===== src/fcs_consts.vh =====
/*
 * Sequencer constants: offsets, status bits, codes, pulse lengths.
 * Assumes inclusion by bare name.
 */
`ifndef FCS_CONSTS_VH
`define FCS_CONSTS_VH

// ****************************************************************
// Register map (byte addresses on the AXI4-Lite port)
// ****************************************************************
`define FCS_DIV_OFS      16'h0000
`define FCS_STAT_OFS     16'h0004
`define FCS_CMD_OFS      16'h0008
`define FCS_ARRAY_BIT    16
`define FCS_DIV_RST      8'h00
`define FCS_CMD_RST      8'h00

// ****************************************************************
// Status register fields
// ****************************************************************
`define FCS_ST_CBEF      7
`define FCS_ST_CCF       6
`define FCS_ST_ACCERR    4
`define FCS_ST_PUMP      0

// ****************************************************************
// Command codes
// ****************************************************************
`define FCS_CMD_BLANK    8'h05
`define FCS_CMD_BYTE     8'h20
`define FCS_CMD_BURST    8'h25
`define FCS_CMD_PAGE     8'h40
`define FCS_CMD_MASS     8'h41

// ****************************************************************
// Operation lengths in timing clock periods
// ****************************************************************
`define FCS_BYTE_TICKS   15'd9
`define FCS_BURST_TICKS  15'd4
`define FCS_PAGE_TICKS   15'd4000
`define FCS_MASS_TICKS   15'd20000
`define FCS_BLANK_TICKS  15'd1
`define FCS_PAGE_MASK    16'hFE00
`define FCS_ROW_BITS     6

// ****************************************************************
// AXI responses
// ****************************************************************
`define FCS_RESP_OKAY    2'b00
`define FCS_RESP_SLVERR  2'b10

`endif


===== src/fcs_sequencer.v =====
/*
 * Flash command sequencer: divider, status, command buffer, pulse timer.
 * Assumes an AXI4-Lite master on clk and stop/secure/debug pin levels.
 */
// Our own choices: the register offsets and the AXI4-Lite register port.
`timescale 1ns/1ps
`include "fcs_consts.vh"

module fcs_sequencer #(
    parameter [14:0] PAGE_TICKS = `FCS_PAGE_TICKS,
    parameter [14:0] MASS_TICKS = `FCS_MASS_TICKS
) (
    input  wire        clk,
    input  wire        rst_n,
    input  wire [19:0] s_axi_awaddr,
    input  wire        s_axi_awvalid,
    output reg         s_axi_awready,
    input  wire [31:0] s_axi_wdata,
    input  wire [3:0]  s_axi_wstrb,
    input  wire        s_axi_wvalid,
    output reg         s_axi_wready,
    output reg  [1:0]  s_axi_bresp,
    output reg         s_axi_bvalid,
    input  wire        s_axi_bready,
    input  wire [19:0] s_axi_araddr,
    input  wire        s_axi_arvalid,
    output reg         s_axi_arready,
    output reg  [31:0] s_axi_rdata,
    output reg  [1:0]  s_axi_rresp,
    output reg         s_axi_rvalid,
    input  wire        s_axi_rready,
    input  wire        stop_mode,
    input  wire        part_secured,
    input  wire        debug_path,
    output reg         op_active,
    output reg  [7:0]  op_cmd,
    output reg  [15:0] op_addr,
    output reg  [7:0]  op_data,
    output reg         op_both_arrays,
    output reg         pump_on
);

    // Sequence states.
    localparam [1:0] SQ_IDLE = 2'd0;
    localparam [1:0] SQ_ADDR = 2'd1;
    localparam [1:0] SQ_CMD  = 2'd2;

    // ************************************************************
    // Helpers
    // ************************************************************
    // Tells whether a code is one of the five accepted commands.
    function valid_code;
        input [7:0] c;
        begin
            valid_code = (c == `FCS_CMD_BLANK) || (c == `FCS_CMD_BYTE) ||
                         (c == `FCS_CMD_BURST) || (c == `FCS_CMD_PAGE) ||
                         (c == `FCS_CMD_MASS);
        end
    endfunction
    reg        aw_got, w_got, div_done, tick, accerr, ccf, buf_full;
    reg        stop_m, stop_s, sec_m, sec_s, dbg_m, dbg_s;
    reg        err_set, launch, acc_clr, arr_take, cmd_take;
    reg [1:0]  seq, next_seq;
    reg [3:0]  ws;
    reg [7:0]  div, pre_cnt, buf_data, buf_cmd;
    reg [14:0] ex_cnt, start_ticks;
    reg [15:0] buf_addr;
    reg [19:0] wa;
    reg [31:0] wd;

    wire       do_wr   = aw_got & w_got & ~s_axi_bvalid;
    wire       wr_en   = do_wr & ws[0];
    wire       in_arr  = wa[`FCS_ARRAY_BIT];
    wire       hit_div = ~in_arr & (wa[15:0] == `FCS_DIV_OFS);
    wire       hit_st  = ~in_arr & (wa[15:0] == `FCS_STAT_OFS);
    wire       hit_cmd = ~in_arr & (wa[15:0] == `FCS_CMD_OFS);
    wire       wr_map  = in_arr | hit_div | hit_st | hit_cmd;
    wire       wr_arr  = wr_en & in_arr;
    wire       wr_div  = wr_en & hit_div;
    wire       wr_st   = wr_en & hit_st;
    wire       wr_cmd  = wr_en & hit_cmd;
    wire       cbef    = ~buf_full;
    wire       done    = op_active & tick & (ex_cnt == 15'd1);
    wire       abort   = op_active & stop_s &
                         (op_cmd != `FCS_CMD_BLANK);
    wire       start   = buf_full & ~op_active & ~accerr;
    wire       restrict_cmd = sec_s & dbg_s &
                         ((wd[7:0] == `FCS_CMD_BYTE) ||
                          (wd[7:0] == `FCS_CMD_BURST) ||
                          (wd[7:0] == `FCS_CMD_PAGE));
    wire [15:0] next_seq_addr = op_addr + 16'h0001;
    wire       keep    = (op_cmd == `FCS_CMD_BURST) & buf_full &
                         (buf_cmd == `FCS_CMD_BURST) &
                         (buf_addr == next_seq_addr) &
                         (|buf_addr[`FCS_ROW_BITS-1:0]);

    // ************************************************************
    // Pin synchronisers
    // ************************************************************
    // Two flip-flops for each level that arrives from outside.
    always @(posedge clk or negedge rst_n) begin
        if (!rst_n) begin
            {stop_m, sec_m, dbg_m} <= 3'b000;
            {stop_s, sec_s, dbg_s} <= 3'b000;
        end else begin
            {stop_m, sec_m, dbg_m} <= {stop_mode, part_secured, debug_path};
            {stop_s, sec_s, dbg_s} <= {stop_m, sec_m, dbg_m};
        end
    end

    // ************************************************************
    // AXI4-Lite slave
    // ************************************************************
    // Channels are taken in either order; bvalid two cycles after both.
    always @(posedge clk or negedge rst_n) begin
        if (!rst_n) begin
            {s_axi_awready, s_axi_wready} <= 2'b11;
            s_axi_bvalid  <= 1'b0;
            s_axi_bresp   <= `FCS_RESP_OKAY;
            {aw_got, w_got} <= 2'b00;
            wa            <= 20'h00000;
            wd            <= 32'h00000000;
            ws            <= 4'h0;
        end else begin
            if (s_axi_awvalid && s_axi_awready) begin
                aw_got        <= 1'b1;
                wa            <= s_axi_awaddr;
                s_axi_awready <= 1'b0;
            end
            if (s_axi_wvalid && s_axi_wready) begin
                w_got        <= 1'b1;
                wd           <= s_axi_wdata;
                ws           <= s_axi_wstrb;
                s_axi_wready <= 1'b0;
            end
            if (do_wr) begin
                {aw_got, w_got} <= 2'b00;
                s_axi_bvalid <= 1'b1;
                s_axi_bresp  <= wr_map ? `FCS_RESP_OKAY : `FCS_RESP_SLVERR;
            end
            if (s_axi_bvalid && s_axi_bready) begin
                s_axi_bvalid  <= 1'b0;
                {s_axi_awready, s_axi_wready} <= 2'b11;
            end
        end
    end

    // Reads answer one cycle after the address is taken.
    always @(posedge clk or negedge rst_n) begin
        if (!rst_n) begin
            {s_axi_arready, s_axi_rvalid} <= 2'b10;
            s_axi_rdata   <= 32'h00000000;
            s_axi_rresp   <= `FCS_RESP_OKAY;
        end else begin
            if (s_axi_arvalid && s_axi_arready) begin
                s_axi_arready <= 1'b0;
                s_axi_rvalid  <= 1'b1;
                s_axi_rresp   <= `FCS_RESP_OKAY;
                s_axi_rdata   <= 32'h00000000;
                if (s_axi_araddr[`FCS_ARRAY_BIT]) begin
                    s_axi_rresp <= `FCS_RESP_SLVERR;
                end else if (s_axi_araddr[15:0] == `FCS_DIV_OFS) begin
                    s_axi_rdata <= {23'h000000, div_done, div};
                end else if (s_axi_araddr[15:0] == `FCS_STAT_OFS) begin
                    s_axi_rdata <= {24'h000000, cbef, ccf, 1'b0, accerr,
                                    3'b000, pump_on};
                end else if (s_axi_araddr[15:0] == `FCS_CMD_OFS) begin
                    s_axi_rdata <= {24'h000000, buf_cmd};
                end else begin
                    s_axi_rresp <= `FCS_RESP_SLVERR;
                end
            end
            if (s_axi_rvalid && s_axi_rready) begin
                {s_axi_arready, s_axi_rvalid} <= 2'b10;
            end
        end
    end

    // ************************************************************
    // Command protocol checker
    // ************************************************************
    // Walks array write, command write and launch; flags misordering.
    always @* begin
        next_seq = seq;
        err_set  = abort;
        launch   = 1'b0;
        acc_clr  = wr_st & wd[`FCS_ST_ACCERR];
        arr_take = 1'b0;
        cmd_take = 1'b0;
        if (wr_arr && !accerr) begin
            if (!div_done || buf_full) begin
                err_set = 1'b1;
            end else if (seq != SQ_IDLE) begin
                err_set = 1'b1;
            end else begin
                arr_take = 1'b1;
                next_seq = SQ_ADDR;
            end
        end
        if (wr_cmd && !accerr) begin
            case (seq)
                SQ_ADDR: begin
                    if (!valid_code(wd[7:0])) begin
                        err_set = 1'b1;
                    end else if (restrict_cmd) begin
                        err_set = 1'b1;
                    end else begin
                        cmd_take = 1'b1;
                        next_seq = SQ_CMD;
                    end
                end
                SQ_CMD:  err_set = 1'b1;
                default: next_seq = seq;
            endcase
        end
        if (wr_st) begin
            case (seq)
                SQ_CMD: begin
                    if (wd[`FCS_ST_CBEF]) begin
                        launch   = 1'b1;
                        next_seq = SQ_IDLE;
                    end else begin
                        err_set = 1'b1;
                    end
                end
                SQ_ADDR: err_set = 1'b1;
                default: next_seq = seq;
            endcase
        end
        if (wr_div && seq != SQ_IDLE) begin
            err_set = 1'b1;
        end
        if (err_set) begin
            next_seq = SQ_IDLE;
        end
    end

    // Flags, sequence state and the command buffer.
    always @(posedge clk or negedge rst_n) begin
        if (!rst_n) begin
            seq      <= SQ_IDLE;
            {accerr, buf_full, div_done} <= 3'b000;
            ccf      <= 1'b1;
            buf_addr <= 16'h0000;
            buf_data <= 8'h00;
            buf_cmd  <= `FCS_CMD_RST;
            div      <= `FCS_DIV_RST;
        end else begin
            seq    <= next_seq;
            accerr <= err_set | (accerr & ~acc_clr);
            ccf    <= ~op_active & ~buf_full & ~launch;
            if (wr_div && !div_done && !accerr && seq == SQ_IDLE) begin
                div      <= wd[7:0];
                div_done <= 1'b1;
            end
            if (arr_take) begin
                buf_addr <= wa[15:0];
                buf_data <= wd[7:0];
            end
            if (cmd_take) begin
                buf_cmd <= wd[7:0];
            end
            if (launch) begin
                buf_full <= 1'b1;
            end else if (start || abort) begin
                buf_full <= 1'b0;
            end
        end
    end

    // ************************************************************
    // Timing clock and operation timer
    // ************************************************************
    // One tick every div+1 bus clocks once the divider is written.
    always @(posedge clk or negedge rst_n) begin
        if (!rst_n) begin
            pre_cnt <= 8'h00;
            tick    <= 1'b0;
        end else if (!div_done) begin
            pre_cnt <= 8'h00;
            tick    <= 1'b0;
        end else if (pre_cnt == div) begin
            pre_cnt <= 8'h00;
            tick    <= 1'b1;
        end else begin
            pre_cnt <= pre_cnt + 8'h01;
            tick    <= 1'b0;
        end
    end

    // Length of the operation about to start, in timing periods.
    always @* begin
        case (buf_cmd)
            `FCS_CMD_BURST: start_ticks = pump_on ? `FCS_BURST_TICKS
                                                  : `FCS_BYTE_TICKS;
            `FCS_CMD_BYTE:  start_ticks = `FCS_BYTE_TICKS;
            `FCS_CMD_PAGE:  start_ticks = PAGE_TICKS;
            `FCS_CMD_MASS:  start_ticks = MASS_TICKS;
            default:        start_ticks = `FCS_BLANK_TICKS;
        endcase
    end

    // Runs one command; the pump stays on only for a queued same-row burst.
    always @(posedge clk or negedge rst_n) begin
        if (!rst_n) begin
            {op_active, op_both_arrays, pump_on} <= 3'b000;
            op_cmd         <= `FCS_CMD_RST;
            op_addr        <= 16'h0000;
            op_data        <= 8'h00;
            ex_cnt         <= 15'd0;
        end else if (abort) begin
            op_active <= 1'b0;
            pump_on   <= 1'b0;
        end else if (start) begin
            op_active <= 1'b1;
            op_cmd    <= buf_cmd;
            ex_cnt    <= start_ticks;
            pump_on   <= 1'b1;
            op_both_arrays <= (buf_cmd == `FCS_CMD_MASS) ||
                              (buf_cmd == `FCS_CMD_BLANK);
            if (buf_cmd == `FCS_CMD_PAGE) begin
                op_addr <= buf_addr & `FCS_PAGE_MASK;
                op_data <= 8'h00;
            end else if (buf_cmd == `FCS_CMD_BYTE ||
                         buf_cmd == `FCS_CMD_BURST) begin
                op_addr <= buf_addr;
                op_data <= buf_data;
            end else begin
                op_addr <= 16'h0000;
                op_data <= 8'h00;
            end
        end else if (done) begin
            op_active <= 1'b0;
            pump_on   <= keep;
        end else if (op_active) begin
            if (tick) begin
                ex_cnt <= ex_cnt - 15'd1;
            end
        end else begin
            pump_on <= 1'b0;
        end
    end

endmodule // fcs_sequencer


===== config.mk =====
export PLATFORM = sky130hd
export DESIGN_NAME = fcs_sequencer
export DESIGN_NICKNAME = d
export VERILOG_FILES = /design/src/fcs_sequencer.v
export VERILOG_INCLUDE_DIRS = /design/src
export SDC_FILE = /design/constraint.sdc
export NUM_CORES = 1
export LEC_CHECK = 0
export BUFFER_PORTS_ARGS = -buffer_cell sky130_fd_sc_hd__buf_2
export CORE_AREA = 2 2 181 148
export DETAILED_ROUTE_END_ITERATION = 7
export DIE_AREA = 0 0 183 150
export PLACE_DENSITY_LB_ADDON = 0.08
export SLEW_MARGIN = 10
export SYNTH_ARGS = -nofsm -noshare
export SYNTH_HDL_FRONTEND = slang
export SYNTH_SLANG_ARGS = --single-unit

===== constraint.sdc =====
create_clock -name clk -period 5.15 [get_ports clk]
set_input_delay 0.7725 -clock clk [delete_from_list [all_inputs] [get_ports clk]]
set_output_delay 0.7725 -clock clk [all_outputs]
set_load 0.05 [all_outputs]

==> results.py, run 1 <==
metrics = {
    "global_route": {
        "grt-ovfl-total": 0,
        "grt_antenna_before_repair": 0,
        "grt_pass1_vias": 5621,
        "first_pass_grt_wire_length_mm": 31.8,
        "grt.total_usage_pct": 15.1,
        "largest_net_degree_at_the_start_of_global_routing": 79,
    },
    "finish": {
        "layoutNonFillerInstCount": 1125,
        "areaGrowthSynthToFinish_pct": 17.9,
        "antenna_cells_inserted": 0,
        "num-nets-final": 876,
        "post_route_cells_drive_above_1_share_pct": 29.6,
        "nFillCells": 2593,
        "layout.area.seq_sq_um": 3880,
        "final_design_area_no_fill_sq_um": 8930,
        "multiInputGateArea_sq_um": 3440,
    },
    "routing": {
        "drt-total-wl_mm": 19.7,
        "drtAntennaViolNets": 0,
        "drt_first_iter_violations": 292,
        "post_drt_wl_per_cell_um": 17.5,
        "drt_pre_antenna_iters": 5,
        "vias_per_cell": 4.92,
        "detailroute.via_count": 5536,
        "detail_route.drc_violations": 0,
    },
    "min_path": {
        "worst_hold_path_type": "reg2reg",
        "hold_end": "dbg_s$_DFF_PN0_",
        "hp-start": "dbg_m$_DFF_PN0_",
        "whs_path_depth": 0,
    },
    "sta": {
        "final-max-slew-violation-count": 0,
        "achievable-frequency_ghz": 0.353,
        "setup_violations": 0,
        "number_of_hold_violations_in_the_final_report": 0,
        "final.setup_skew_ns": 0.0110,
        "unrepaired_setup_endpoints_after_global_routing": "no",
        "min_period_ns": 2.83,
        "whs_ns": 0.351,
        "worst-slew-pin-transition_ns": 1.17,
        "period_share_pct": 55.0,
        "headroom_to_the_max_slew_limit_pct": 22.0,
        "fin_tns_setup_ns": 0,
    },
    "clocking": {
        "number_of_sinks_handled_by_clock_tree_synthesis": 155,
        "htree_levels": 4,
        "cts.path.max_buffers": 2,
        "tritoncts": "yes",
        "cts_inserted_buffers": 17,
        "clkTransAtPathRegs_ns": 0.07,
        "postCtsHoldBufs": 0,
        "skew_pair_late_insertion_delay_ns": 0.43,
        "post-cts-setup-buffers": 0,
        "ctsResizeCount": 0,
        "clock-root-buffer": "sky130_fd_sc_hd__clkbuf_16",
    },
    "power": {
        "vdd_ir_drop_max_v": 0.000219,
        "total_power_uw": 3150,
        "power.static_leakage_uw": 0.00421,
        "pwr_density_cell_nw_per_um2": 353,
    },
    "floorplan": {
        "floorplan_core_area_sq_um": 25700,
        "chipWidth_um": 183,
        "die-area_sq_um": 27500,
        "core_rows": 53,
        "die_height_um": 150,
        "design.portCount": 162,
        "initial_utilization_pct": 29.4,
    },
    "synthesis": {
        "post-synth-top-area-fraction_pct": 49.9,
        "synth_seq_area_share_pct": 51.3,
        "netlist_area_sq_um": 7570,
        "post_synthesis_register_bit_count": 155,
        "netlist-cell-type-count": 71,
        "synth_warnings": 0,
        "async_s_r_ff_share_synth_pct": 100,
        "syn_area_per_cell_sq_um": 11.2,
        "synthCells": 678,
        "synth.largest_area_cell": "sky130_fd_sc_hd__dfrtp_1",
        "synth_area_leaders": "sky130_fd_sc_hd__dfrtp_1, sky130_fd_sc_hd__mux2_2, sky130_fd_sc_hd__a22o_1, sky130_fd_sc_hd__xor2_1, sky130_fd_sc_hd__nand2_1",
        "postSynth.topFlopCell": "sky130_fd_sc_hd__dfrtp_1",
        "synth-edff-count": 0,
    },
    "run": {
        "drv_cap": 0,
    },
    "placement": {
        "place_congestion": 0.808,
        "dpl_cell_area_sq_um": 8360,
        "port_buffers": 103,
        "dpl.hpwl_mm": 14.2,
        "placed_cells_incl_taps": 1093,
    },
    "worst_setup_path": {
        "critical_path.startpoint_type": "flip-flop",
        "crit_path_capture_type": "flip-flop",
        "cp.required_ns": 5.50,
        "worst_r2r_path_depth": 6,
        "arrival_ns": 3.18,
        "timing.critical_path.fanout_max": 12,
        "setup_crit_start": "op_cmd[5]$_DFFE_PN0P_",
        "timing_worst_setup_path_type": "reg2reg",
        "reg2reg_to": "ex_cnt[14]$_DFFE_PN0P_",
        "regToRegSetupSlack_ns": 2.32,
        "critical_path.reg2reg.startpoint": "op_cmd[5]$_DFFE_PN0P_",
    },
    "run_status": {
        "outcome": "complete, no violations",
    },
}
[power breakdown]
group	switching, uW	internal (uW)	leakage [uW]	total (uW)
Clock	569	638	0.000267	1210
Sequential	183	1360	0.00208	1540
Combinational	236	169	0.00187	405
Total	988	2160	0.00421	3150
[worst max-delay path by stage]
stage	to	slack (ns)	cells after the start
floorplan	ex_cnt[0]$_DFFE_PN0P_	2.83	9
global placement	div[4]$_DFFE_PN0P_	2.39	5
detailed placement	div[0]$_DFFE_PN0P_	2.33	5
CTS	div[0]$_DFFE_PN0P_	2.30	5
global route	ex_cnt[14]$_DFFE_PN0P_	1.87	6
finish	ex_cnt[14]$_DFFE_PN0P_	2.32	6
[sequential cells by signal, indices dropped and copies added (netlist names), 2 cells and up]
name	flops
pre_cnt	8
buf_cmd	8
op_cmd	8
buf_data	8
op_addr	16
buf_addr	16
wa	17
div	8
seq	2
wd	8
ex_cnt	15
s_axi_rdata	9
op_data	8
[cells in the mapped netlist, types with 5 or more instances]
| cell type | count |
|---|---|
| sky130_fd_sc_hd__nand2_1 | 57 |
| sky130_fd_sc_hd__or3_1 | 8 |
| sky130_fd_sc_hd__a21oi_1 | 19 |
| sky130_fd_sc_hd__ha_1 | 8 |
| sky130_fd_sc_hd__a22o_1 | 28 |
| sky130_fd_sc_hd__o21ai_0 | 22 |
| sky130_fd_sc_hd__nand3_1 | 14 |
| sky130_fd_sc_hd__and3_1 | 8 |
| sky130_fd_sc_hd__nor4_1 | 15 |
| sky130_fd_sc_hd__nor3_1 | 11 |
| sky130_fd_sc_hd__nor3b_1 | 7 |
| sky130_fd_sc_hd__dfrtp_1 | 151 |
| sky130_fd_sc_hd__o41ai_1 | 5 |
| sky130_fd_sc_hd__nor2b_1 | 8 |
| sky130_fd_sc_hd__inv_1 | 16 |
| sky130_fd_sc_hd__nor2_1 | 33 |
| sky130_fd_sc_hd__mux2_2 | 67 |
| sky130_fd_sc_hd__xor2_1 | 25 |
| sky130_fd_sc_hd__clkbuf_1 | 17 |
| sky130_fd_sc_hd__xnor2_1 | 20 |
| sky130_fd_sc_hd__buf_4 | 26 |
| sky130_fd_sc_hd__a21boi_0 | 7 |
| sky130_fd_sc_hd__nand4_1 | 17 |
[layout make-up]
type                    count  share of cell area [%]
well taps                 330                    4.63
clock inverters            14                    1.50
flip-flops and latches    155                    43.5
multi-input cells         483                    38.5
repair buffers            109                    6.35
clock buffers              18                    4.81
inverters                  16                   0.673
[layer usage]
| layer | GRT usage [%] | share of wire, % | vias to the layer above |
|---|---|---|---|
| li1 | - | - | 2637 |
| met1 | 22.7 | 51 | 2770 |
| met2 | 21.6 | 43 | 114 |
| met3 | 3.29 | 4.1 | 15 |
| met4 | 4.16 | 1.2 | 0 |
| met5 | 0 | 0 | - |
[critical path: stages, from the launching register on]
cell and delay (ns):
sky130_fd_sc_hd__dfrtp_1 0.48, sky130_fd_sc_hd__nor4b_1 0.42, sky130_fd_sc_hd__a21boi_0 0.18, sky130_fd_sc_hd__a21oi_1 0.72, sky130_fd_sc_hd__nand3_1 0.36, sky130_fd_sc_hd__or3_1 0.43
sky130_fd_sc_hd__a31oi_1 0.16
[layout by cell type, fill, tap and decap left out, types with 4 or more instances in the layout]
master and n:
sky130_fd_sc_hd__a31oi_1 4, sky130_fd_sc_hd__dfstp_2 4, sky130_fd_sc_hd__dfrtp_1 151, sky130_fd_sc_hd__nand2b_1 4, sky130_fd_sc_hd__a21boi_0 7, sky130_fd_sc_hd__a21oi_1 19, sky130_fd_sc_hd__nand3_1 14, sky130_fd_sc_hd__nand4_1 17
sky130_fd_sc_hd__buf_4 6, sky130_fd_sc_hd__conb_1 25, sky130_fd_sc_hd__or4_4 4, sky130_fd_sc_hd__xnor2_1 20, sky130_fd_sc_hd__nor4_1 15, sky130_fd_sc_hd__inv_6 4, sky130_fd_sc_hd__a22o_1 28, sky130_fd_sc_hd__clkbuf_16 17
sky130_fd_sc_hd__ha_1 8, sky130_fd_sc_hd__or3_1 8, sky130_fd_sc_hd__inv_1 16, sky130_fd_sc_hd__xor2_1 25, sky130_fd_sc_hd__nor3_1 11, sky130_fd_sc_hd__mux2_2 67, sky130_fd_sc_hd__o21ai_0 22, sky130_fd_sc_hd__nor2b_1 7
sky130_fd_sc_hd__and3_1 8, sky130_fd_sc_hd__nand2_1 57, sky130_fd_sc_hd__buf_2 102, sky130_fd_sc_hd__nor3b_1 7, sky130_fd_sc_hd__nor2_1 33, sky130_fd_sc_hd__a211oi_1 4, sky130_fd_sc_hd__o41ai_1 5
[through the flow]
step                util [%]  setup slack (ns)
floorplan                  -              2.83
global placement        32.5              2.39
detailed placement      32.5              2.33
CTS                     34.7              2.30
global route            34.7              1.87
finish                  34.7              2.32
[logic make-up (layout without fill, tap and decap cells)]
group	Yosys count	in the layout	share of synthesized area (%)
adder cells (fa/ha/maj)	8	8	1.32
multiplexers	70	70	10.4
buffers and inverters	64	157	4.53
AO/OA/AOI/OAI	117	117	10.9
other	1	25	0.0495
flip-flops	155	155	51.3
XOR/XNOR	45	45	5.20
AND/OR/NAND/NOR	218	218	16.3
Note: power is estimated with default switching activity, not from simulation.
==> run 2, diff against run 1 <==
ABC_AREA = 1   (was unset)
CORE_AREA = 2 2 185 151   (was 2 2 181 148)
DIE_AREA = 0 0 187 153   (was 0 0 183 150)
clock period = 2.35 ns   (was 5.15 ns; I/O delays follow)
==> run 2 against run 1 <==
  * Non-clock buffer count up 12
  * Global-route usage up 0.68 points
  * Critical path type unchanged
  * Largest power group unchanged
  * Routed wire length up 11%
==> results.py, run 2 <==
metrics = {
    "run_status": {
        "outcome": "complete, no violations",
    },
    "sta": {
        "achievable-frequency_ghz": 0.499,
        "headroom_to_the_max_slew_limit_pct": 60.0,
        "number_of_hold_violations_in_the_final_report": 0,
        "period_share_pct": 85.2,
        "unrepaired_setup_endpoints_after_global_routing": "no",
        "min_period_ns": 2.00,
        "final-max-slew-violation-count": 0,
        "worst-slew-pin-transition_ns": 0.595,
        "setup_violations": 0,
        "fin_tns_setup_ns": 0,
        "final.setup_skew_ns": 0.0112,
    },
    "finish": {
        "nFillCells": 2866,
        "largest_register_ffs": 17,
        "antenna_cells_inserted": 0,
        "areaGrowthSynthToFinish_pct": 19.5,
        "reg.largest.list": "wa (17), buf_addr (16), op_addr (16)",
        "mostFrequentLayoutCell": "sky130_fd_sc_hd__nand2_1",
        "layout.area.seq_sq_um": 3880,
        "num-nets-final": 1192,
        "post_route_cells_drive_above_1_share_pct": 15.9,
        "final_design_area_no_fill_sq_um": 9440,
        "multiInputGateArea_sq_um": 3340,
        "max_flop_register": "wa",
        "layout.cells.most_common_list": "sky130_fd_sc_hd__nand2_1, sky130_fd_sc_hd__dfrtp_1, sky130_fd_sc_hd__inv_1",
    },
    "power": {
        "pwr_density_cell_nw_per_um2": 762,
        "vdd_ir_drop_max_v": 0.000511,
        "power.static_leakage_uw": 0.00461,
    },
    "global_route": {
        "grt-ovfl-total": 0,
        "first_pass_grt_wire_length_mm": 35.4,
        "grt_pass1_vias": 6404,
        "grt_antenna_before_repair": 0,
        "grt.total_usage_pct": 15.8,
        "largest_net_degree_at_the_start_of_global_routing": 49,
    },
    "floorplan": {
        "floorplan_core_area_sq_um": 26800,
        "die_height_um": 153,
        "design.portCount": 162,
        "initial_utilization_pct": 29.4,
        "chipWidth_um": 187,
        "die-area_sq_um": 28600,
        "core_rows": 54,
    },
    "routing": {
        "drt_pre_antenna_iters": 5,
        "drt_first_iter_violations": 365,
        "detailroute.via_count": 6563,
        "vias_per_cell": 4.45,
        "detail_route.drc_violations": 0,
        "drtAntennaViolNets": 0,
        "post_drt_wl_per_cell_um": 14.8,
        "drt-total-wl_mm": 21.8,
    },
    "synthesis": {
        "synth_area_leaders": "sky130_fd_sc_hd__dfrtp_1, sky130_fd_sc_hd__nand2_1, sky130_fd_sc_hd__o21ai_0, sky130_fd_sc_hd__inv_1, sky130_fd_sc_hd__nor2_1",
        "simple_gate_share_of_the_synthesized_area_pct": 24.7,
        "synth_top_family_by_area": "simple AND/OR/NAND/NOR gates",
        "post_synthesis_register_bit_count": 155,
        "async_s_r_ff_share_synth_pct": 100,
        "post-synth-top-area-fraction_pct": 47.9,
        "post_synth_most_frequent_cells": "sky130_fd_sc_hd__nand2_1, sky130_fd_sc_hd__dfrtp_1, sky130_fd_sc_hd__inv_1",
        "syn_area_per_cell_sq_um": 8.05,
        "synth-edff-count": 0,
        "synth_seq_area_share_pct": 49.2,
        "synth_xor_area_share_pct": 2.22,
        "synth_compound_gate_area_share_pct": 13.0,
        "synth_warnings": 0,
        "postSynth.topFlopCell": "sky130_fd_sc_hd__dfrtp_1",
        "netlist_area_sq_um": 7900,
        "synth.largest_area_cell": "sky130_fd_sc_hd__dfrtp_1",
        "yosys.cell_count.top_type": "sky130_fd_sc_hd__nand2_1",
        "synthCells": 981,
        "synth_adder_area_share_pct": 1.27,
        "synth.mux.area_fraction_pct": 0,
        "netlist-cell-type-count": 45,
    },
    "clocking": {
        "tritoncts": "yes",
        "clock-root-buffer": "sky130_fd_sc_hd__clkbuf_16",
        "cts.path.max_buffers": 2,
        "cts_inserted_buffers": 17,
        "clkTransAtPathRegs_ns": 0.07,
        "htree_levels": 4,
        "skew_pair_late_insertion_delay_ns": 0.43,
        "post-cts-setup-buffers": 0,
        "number_of_sinks_handled_by_clock_tree_synthesis": 155,
    },
    "worst_setup_path": {
        "reg2reg_to": "seq[0]$_DFFE_PN0P_",
        "worst_r2r_path_depth": 13,
        "setup_crit_start": "seq[1]$_DFFE_PN0P_",
        "arrival_ns": 2.32,
        "timing_worst_setup_path_type": "reg2reg",
        "regToRegSetupSlack_ns": 0.35,
        "cp.required_ns": 2.66,
        "crit_path_capture_type": "flip-flop",
        "timing.critical_path.fanout_max": 6,
        "critical_path.reg2reg.startpoint": "seq[1]$_DFFE_PN0P_",
        "critical_path.startpoint_type": "flip-flop",
    },
    "min_path": {
        "worst_hold_path_type": "in2reg",
        "hold_end": "stop_m$_DFF_PN0_",
        "hp-start": "stop_mode",
        "whs_path_depth": 1,
    },
    "placement": {
        "dpl.hpwl_mm": 16.3,
        "dpl_cell_area_sq_um": 8830,
        "place_congestion": 0.831,
        "port_buffers": 103,
    },
    "run": {
        "drv_cap": 0,
    },
}
[run 2: changes by cell type in the layout (fill, tap and decap cells not counted), sizes merged, moves of 13 or more]
cell / delta
a22o: -28
inv: +102
mux2: -67
nand2: +178
nand3: +38
nor2: +81
nor4: -17
o21ai: +91
xnor2: -13
[run 2: logic make-up after synthesis]
| group | Yosys count |
|---|---|
| AO/OA/AOI/OAI | 177 |
| XOR/XNOR | 20 |
| adder cells (fa/ha/maj) | 8 |
| buffers and inverters | 173 |
| flip-flops | 155 |
| other | 1 |
| AND/OR/NAND/NOR | 447 |
[run 2: routing by layer]
metal  part of all wire (%)  global-route usage, %
met1                     55                   24.6
met3                    3.6                   3.26
met2                     41                   22.0
met5                      0                      0
met4                   0.76                   3.51
[run 2: final cells by class]
type / count / area share (%)
Clock buffer: 24 / 5.10
Clock inverter: 7 / 1.22
Inverter: 126 / 5.01
Multi-Input combinational cell: 677 / 35.4
Sequential cell: 155 / 41.2
Tap cell: 364 / 4.83
Timing Repair Buffer: 121 / 7.25
[run 2: report_power, final]
| group | internal [uW] | switching [uW] |
|---|---|---|
| Clock | 1750 | 1100 |
| Combinational | 291 | 840 |
| Sequential | 2970 | 240 |
| Total | 5010 | 2180 |
[run 2: what timing repair did]
action,in CTS,in global routing
hold endpoints to repair,23,0
resized for setup,0,0
hold buffers,1,0
[run 2: stage by stage]
step	setup WS, ns	utilization [%]	cells	hold slack (ns)	total power, uW
4_1_cts	0.336	35.2	1474	0.0163	7320
5_1_grt	0.0413	35.2	1474	0.0198	7610
3_5_place_dp	0.360	32.9	1442	0.260	4400
3_3_place_gp	0.358	32.9	1442	0.263	4400
2_1_floorplan	0.300	-	1005	0.0569	4020
6_report	0.348	35.2	1474	0.0438	7190
[run 2: worst max-delay path: stages (launching register included)]
cell	delay, ns
sky130_fd_sc_hd__dfrtp_1	0.44
sky130_fd_sc_hd__inv_1	0.11
sky130_fd_sc_hd__ha_1	0.37
sky130_fd_sc_hd__inv_1	0.13
sky130_fd_sc_hd__nor2_1	0.11
sky130_fd_sc_hd__nand4_1	0.10
sky130_fd_sc_hd__nand2_1	0.09
sky130_fd_sc_hd__nand2_1	0.08
sky130_fd_sc_hd__nand2_1	0.08
sky130_fd_sc_hd__nand2_2	0.06
sky130_fd_sc_hd__nor2_4	0.14
sky130_fd_sc_hd__nand2_1	0.06
sky130_fd_sc_hd__nor2_1	0.09
sky130_fd_sc_hd__nor2_1	0.04
[run 2: worst max path at each step]
stage                                endpoint  slack, ns  cells after the start
final                      seq[0]$_DFFE_PN0P_       0.35                     13
after global routing       div[7]$_DFFE_PN0P_       0.04                      7
after CTS                  div[0]$_DFFE_PN0P_       0.34                      8
after detailed placement   div[0]$_DFFE_PN0P_       0.36                      8
after global placement     div[7]$_DFFE_PN0P_       0.36                      8
after floorplan           pump_on$_DFFE_PN0P_       0.30                     15
==> run 3, diff against run 2 <==
ABC_AREA = unset   (was 1)
CORE_AREA = 2 2 181 148   (was 2 2 185 151)
DIE_AREA = 0 0 183 150   (was 0 0 187 153)
==> run 3 against run 2 <==
  * Combinational power up 4%
  * First-iteration DRC count up 0.55%
  * Clock skew up 0.0082 ns
  * Core utilization up 1.4 points
  * Register-to-register slack worse by 0.21 ns
  * Global-route usage down 0.13 points
  * Cell count down 20%
  * Clock-buffer cell count down 5
  * Routed wire length down 5.1%
  * Critical path depth down 9
  * Largest power group unchanged
  * Highest routed layer unchanged
==> results.py, run 3 (synthesis results as in run 1) <==
metrics = {
    "floorplan": {
        "design.portCount": 162,
        "chipWidth_um": 183,
        "floorplan_core_area_sq_um": 25700,
        "core_rows": 53,
        "die_height_um": 150,
        "initial_utilization_pct": 29.4,
        "die-area_sq_um": 27500,
    },
    "sta": {
        "worst-slew-pin-transition_ns": 0.819,
        "number_of_hold_violations_in_the_final_report": 0,
        "achievable-frequency_ghz": 0.452,
        "unrepaired_setup_endpoints_after_global_routing": "no",
        "final-max-slew-violation-count": 0,
        "headroom_to_the_max_slew_limit_pct": 45.3,
        "min_period_ns": 2.21,
        "period_share_pct": 94.2,
        "setup_violations": 0,
        "fin_tns_setup_ns": 0,
        "final.setup_skew_ns": 0.0194,
        "finalWorstSetupSlack_ns": 0.136,
        "whs_ns": 0.0258,
    },
    "finish": {
        "antenna_cells_inserted": 0,
        "layoutNonFillerInstCount": 1181,
        "max_flop_register": "wa",
        "layout.cells.most_common_list": "sky130_fd_sc_hd__dfrtp_1, sky130_fd_sc_hd__buf_2, sky130_fd_sc_hd__mux2_2",
        "nFillCells": 2584,
        "final_design_area_no_fill_sq_um": 9400,
        "num-nets-final": 932,
        "largest_register_ffs": 17,
        "post_route_cells_drive_above_1_share_pct": 34.4,
        "mostFrequentLayoutCell": "sky130_fd_sc_hd__dfrtp_1",
        "areaGrowthSynthToFinish_pct": 24.1,
        "reg.largest.list": "wa (17), buf_addr (16), op_addr (16)",
    },
    "global_route": {
        "first_pass_grt_wire_length_mm": 32.9,
        "grt.total_usage_pct": 15.6,
        "grt-ovfl-total": 0,
        "grt_antenna_before_repair": 0,
        "grt_pass1_vias": 5922,
        "largest_net_degree_at_the_start_of_global_routing": 63,
    },
    "worst_setup_path": {
        "slowest_delay_ns": 0.54,
        "arrival_ns": 2.57,
        "cp.required_ns": 2.71,
        "cp_num_buf_inv": 0,
        "timing.critical_path.max_delay_family": "simple AND/OR/NAND/NOR gates",
        "critPathSlowestCell": "sky130_fd_sc_hd__or4_4",
        "timing.critical_path.fanout_max": 17,
        "critical_path.startpoint_type": "flip-flop",
        "crit_path_capture_type": "flip-flop",
        "timing_worst_setup_path_type": "reg2reg",
        "regToRegSetupSlack_ns": 0.14,
        "path_cells": "or4_4 > or3_1 > a21oi_4 > a22o_1",
    },
    "min_path": {
        "worst_hold_path_type": "in2reg",
    },
    "routing": {
        "detail_route.drc_violations": 0,
        "drt_first_iter_violations": 367,
        "drt_pre_antenna_iters": 5,
        "vias_per_cell": 4.89,
        "drtAntennaViolNets": 0,
        "post_drt_wl_per_cell_um": 17.5,
        "detailroute.via_count": 5772,
        "drt-total-wl_mm": 20.7,
    },
    "run": {
        "drv_cap": 0,
    },
    "placement": {
        "place_congestion": 0.833,
        "placed_cells_incl_taps": 1148,
        "dpl_cell_area_sq_um": 8790,
        "port_buffers": 103,
        "dpl.hpwl_mm": 15.4,
        "place_worst_setup_slack_ns": -0.104,
    },
    "clocking": {
        "cts.path.max_buffers": 2,
        "cts_inserted_buffers": 17,
        "htree_levels": 4,
        "tritoncts": "yes",
        "clkTransAtPathRegs_ns": 0.07,
        "clock-root-buffer": "sky130_fd_sc_hd__clkbuf_16",
        "number_of_sinks_handled_by_clock_tree_synthesis": 155,
        "skew_pair_late_insertion_delay_ns": 0.44,
    },
    "power": {
        "pwr_density_cell_nw_per_um2": 761,
        "seq_power_share_pct": 45.1,
        "power_switching_uw": 2180,
        "p_sw_share_pct": 30.4,
        "fraction_of_power_consumed_by_the_clock_network_pct": 38.4,
        "power.combinational.fraction_pct": 16.5,
        "vdd_ir_drop_max_v": 0.000508,
        "power.static_leakage_uw": 0.00452,
        "power_report.internal_total_uw": 4980,
    },
    "run_status": {
        "outcome": "complete, no violations",
    },
}
## run 3: metal layers
metal | global-route usage [%] | up-vias | routed length (um)
li1 | - | 2747 | -
met1 | 21.9 | 2900 | 10200
met2 | 23.8 | 106 | 9370
met3 | 3.60 | 19 | 756
met4 | 5.16 | 0 | 297
met5 | 0 | - | 0
## run 3: metrics by stage
| stage | utilization, % | power (uW) |
|---|---|---|
| after floorplan | - | 3950 |
| after global placement | 34.2 | 4420 |
| after detailed placement | 34.2 | 4460 |
| after CTS | 36.5 | 7250 |
| after global routing | 36.5 | 7520 |
| final | 36.5 | 7160 |
## run 3: worst register-to-register path, cell delays in order, from the launching register on
cell and delay, ns:
sky130_fd_sc_hd__dfrtp_1 0.38, sky130_fd_sc_hd__or4_4 0.54, sky130_fd_sc_hd__or3_1 0.45, sky130_fd_sc_hd__a21oi_4 0.54
sky130_fd_sc_hd__a22o_1 0.24
## run 3: worst paths after layout
check,start,to,cells after the start
max,buf_cmd[1]$_DFFE_PN0P_,op_addr[1]$_DFFE_PN0P_,4
max reg2reg,buf_cmd[1]$_DFFE_PN0P_,op_addr[1]$_DFFE_PN0P_,4
min,debug_path,dbg_m$_DFF_PN0_,1
min reg2reg,sec_m$_DFF_PN0_,sec_s$_DFF_PN0_,0
min in group asynchronous,rst_n,buf_addr[7]$_DFFE_PN0P_,2
max in group asynchronous,rst_n,ccf$_DFF_PN1_,3
## run 3: area by class of cell
cell class / count / area, sq um / share of cell area, %
inverters: 16 / 60.1 / 0.639
multi-input cells: 483 / 3470 / 36.9
flip-flops and latches: 155 / 3880 / 41.3
clock inverters: 13 / 133 / 1.41
clock buffers: 19 / 443 / 4.71
repair buffers: 165 / 1000 / 10.7
well taps: 330 / 413 / 4.39
## run 3: repair_timing
| item | CTS | global route |
|---|---|---|
| setup buffers | 0 | 0 |
| resized for setup | 1 | 3 |
| endpoints found under the setup margin | 17 | 10 |
| hold buffers | 1 | 0 |
| cloned | 0 | 0 |
| endpoints found under the hold margin | 40 | 0 |
## run 3: power groups by stage
stage	clock, uW	combinational [uW]	sequential [uW]
floorplan	0	574	3380
global placement	0	1160	3260
detailed placement	0	1190	3270
CTS	2840	1190	3220
global route	2960	1280	3280
finish	2750	1180	3230
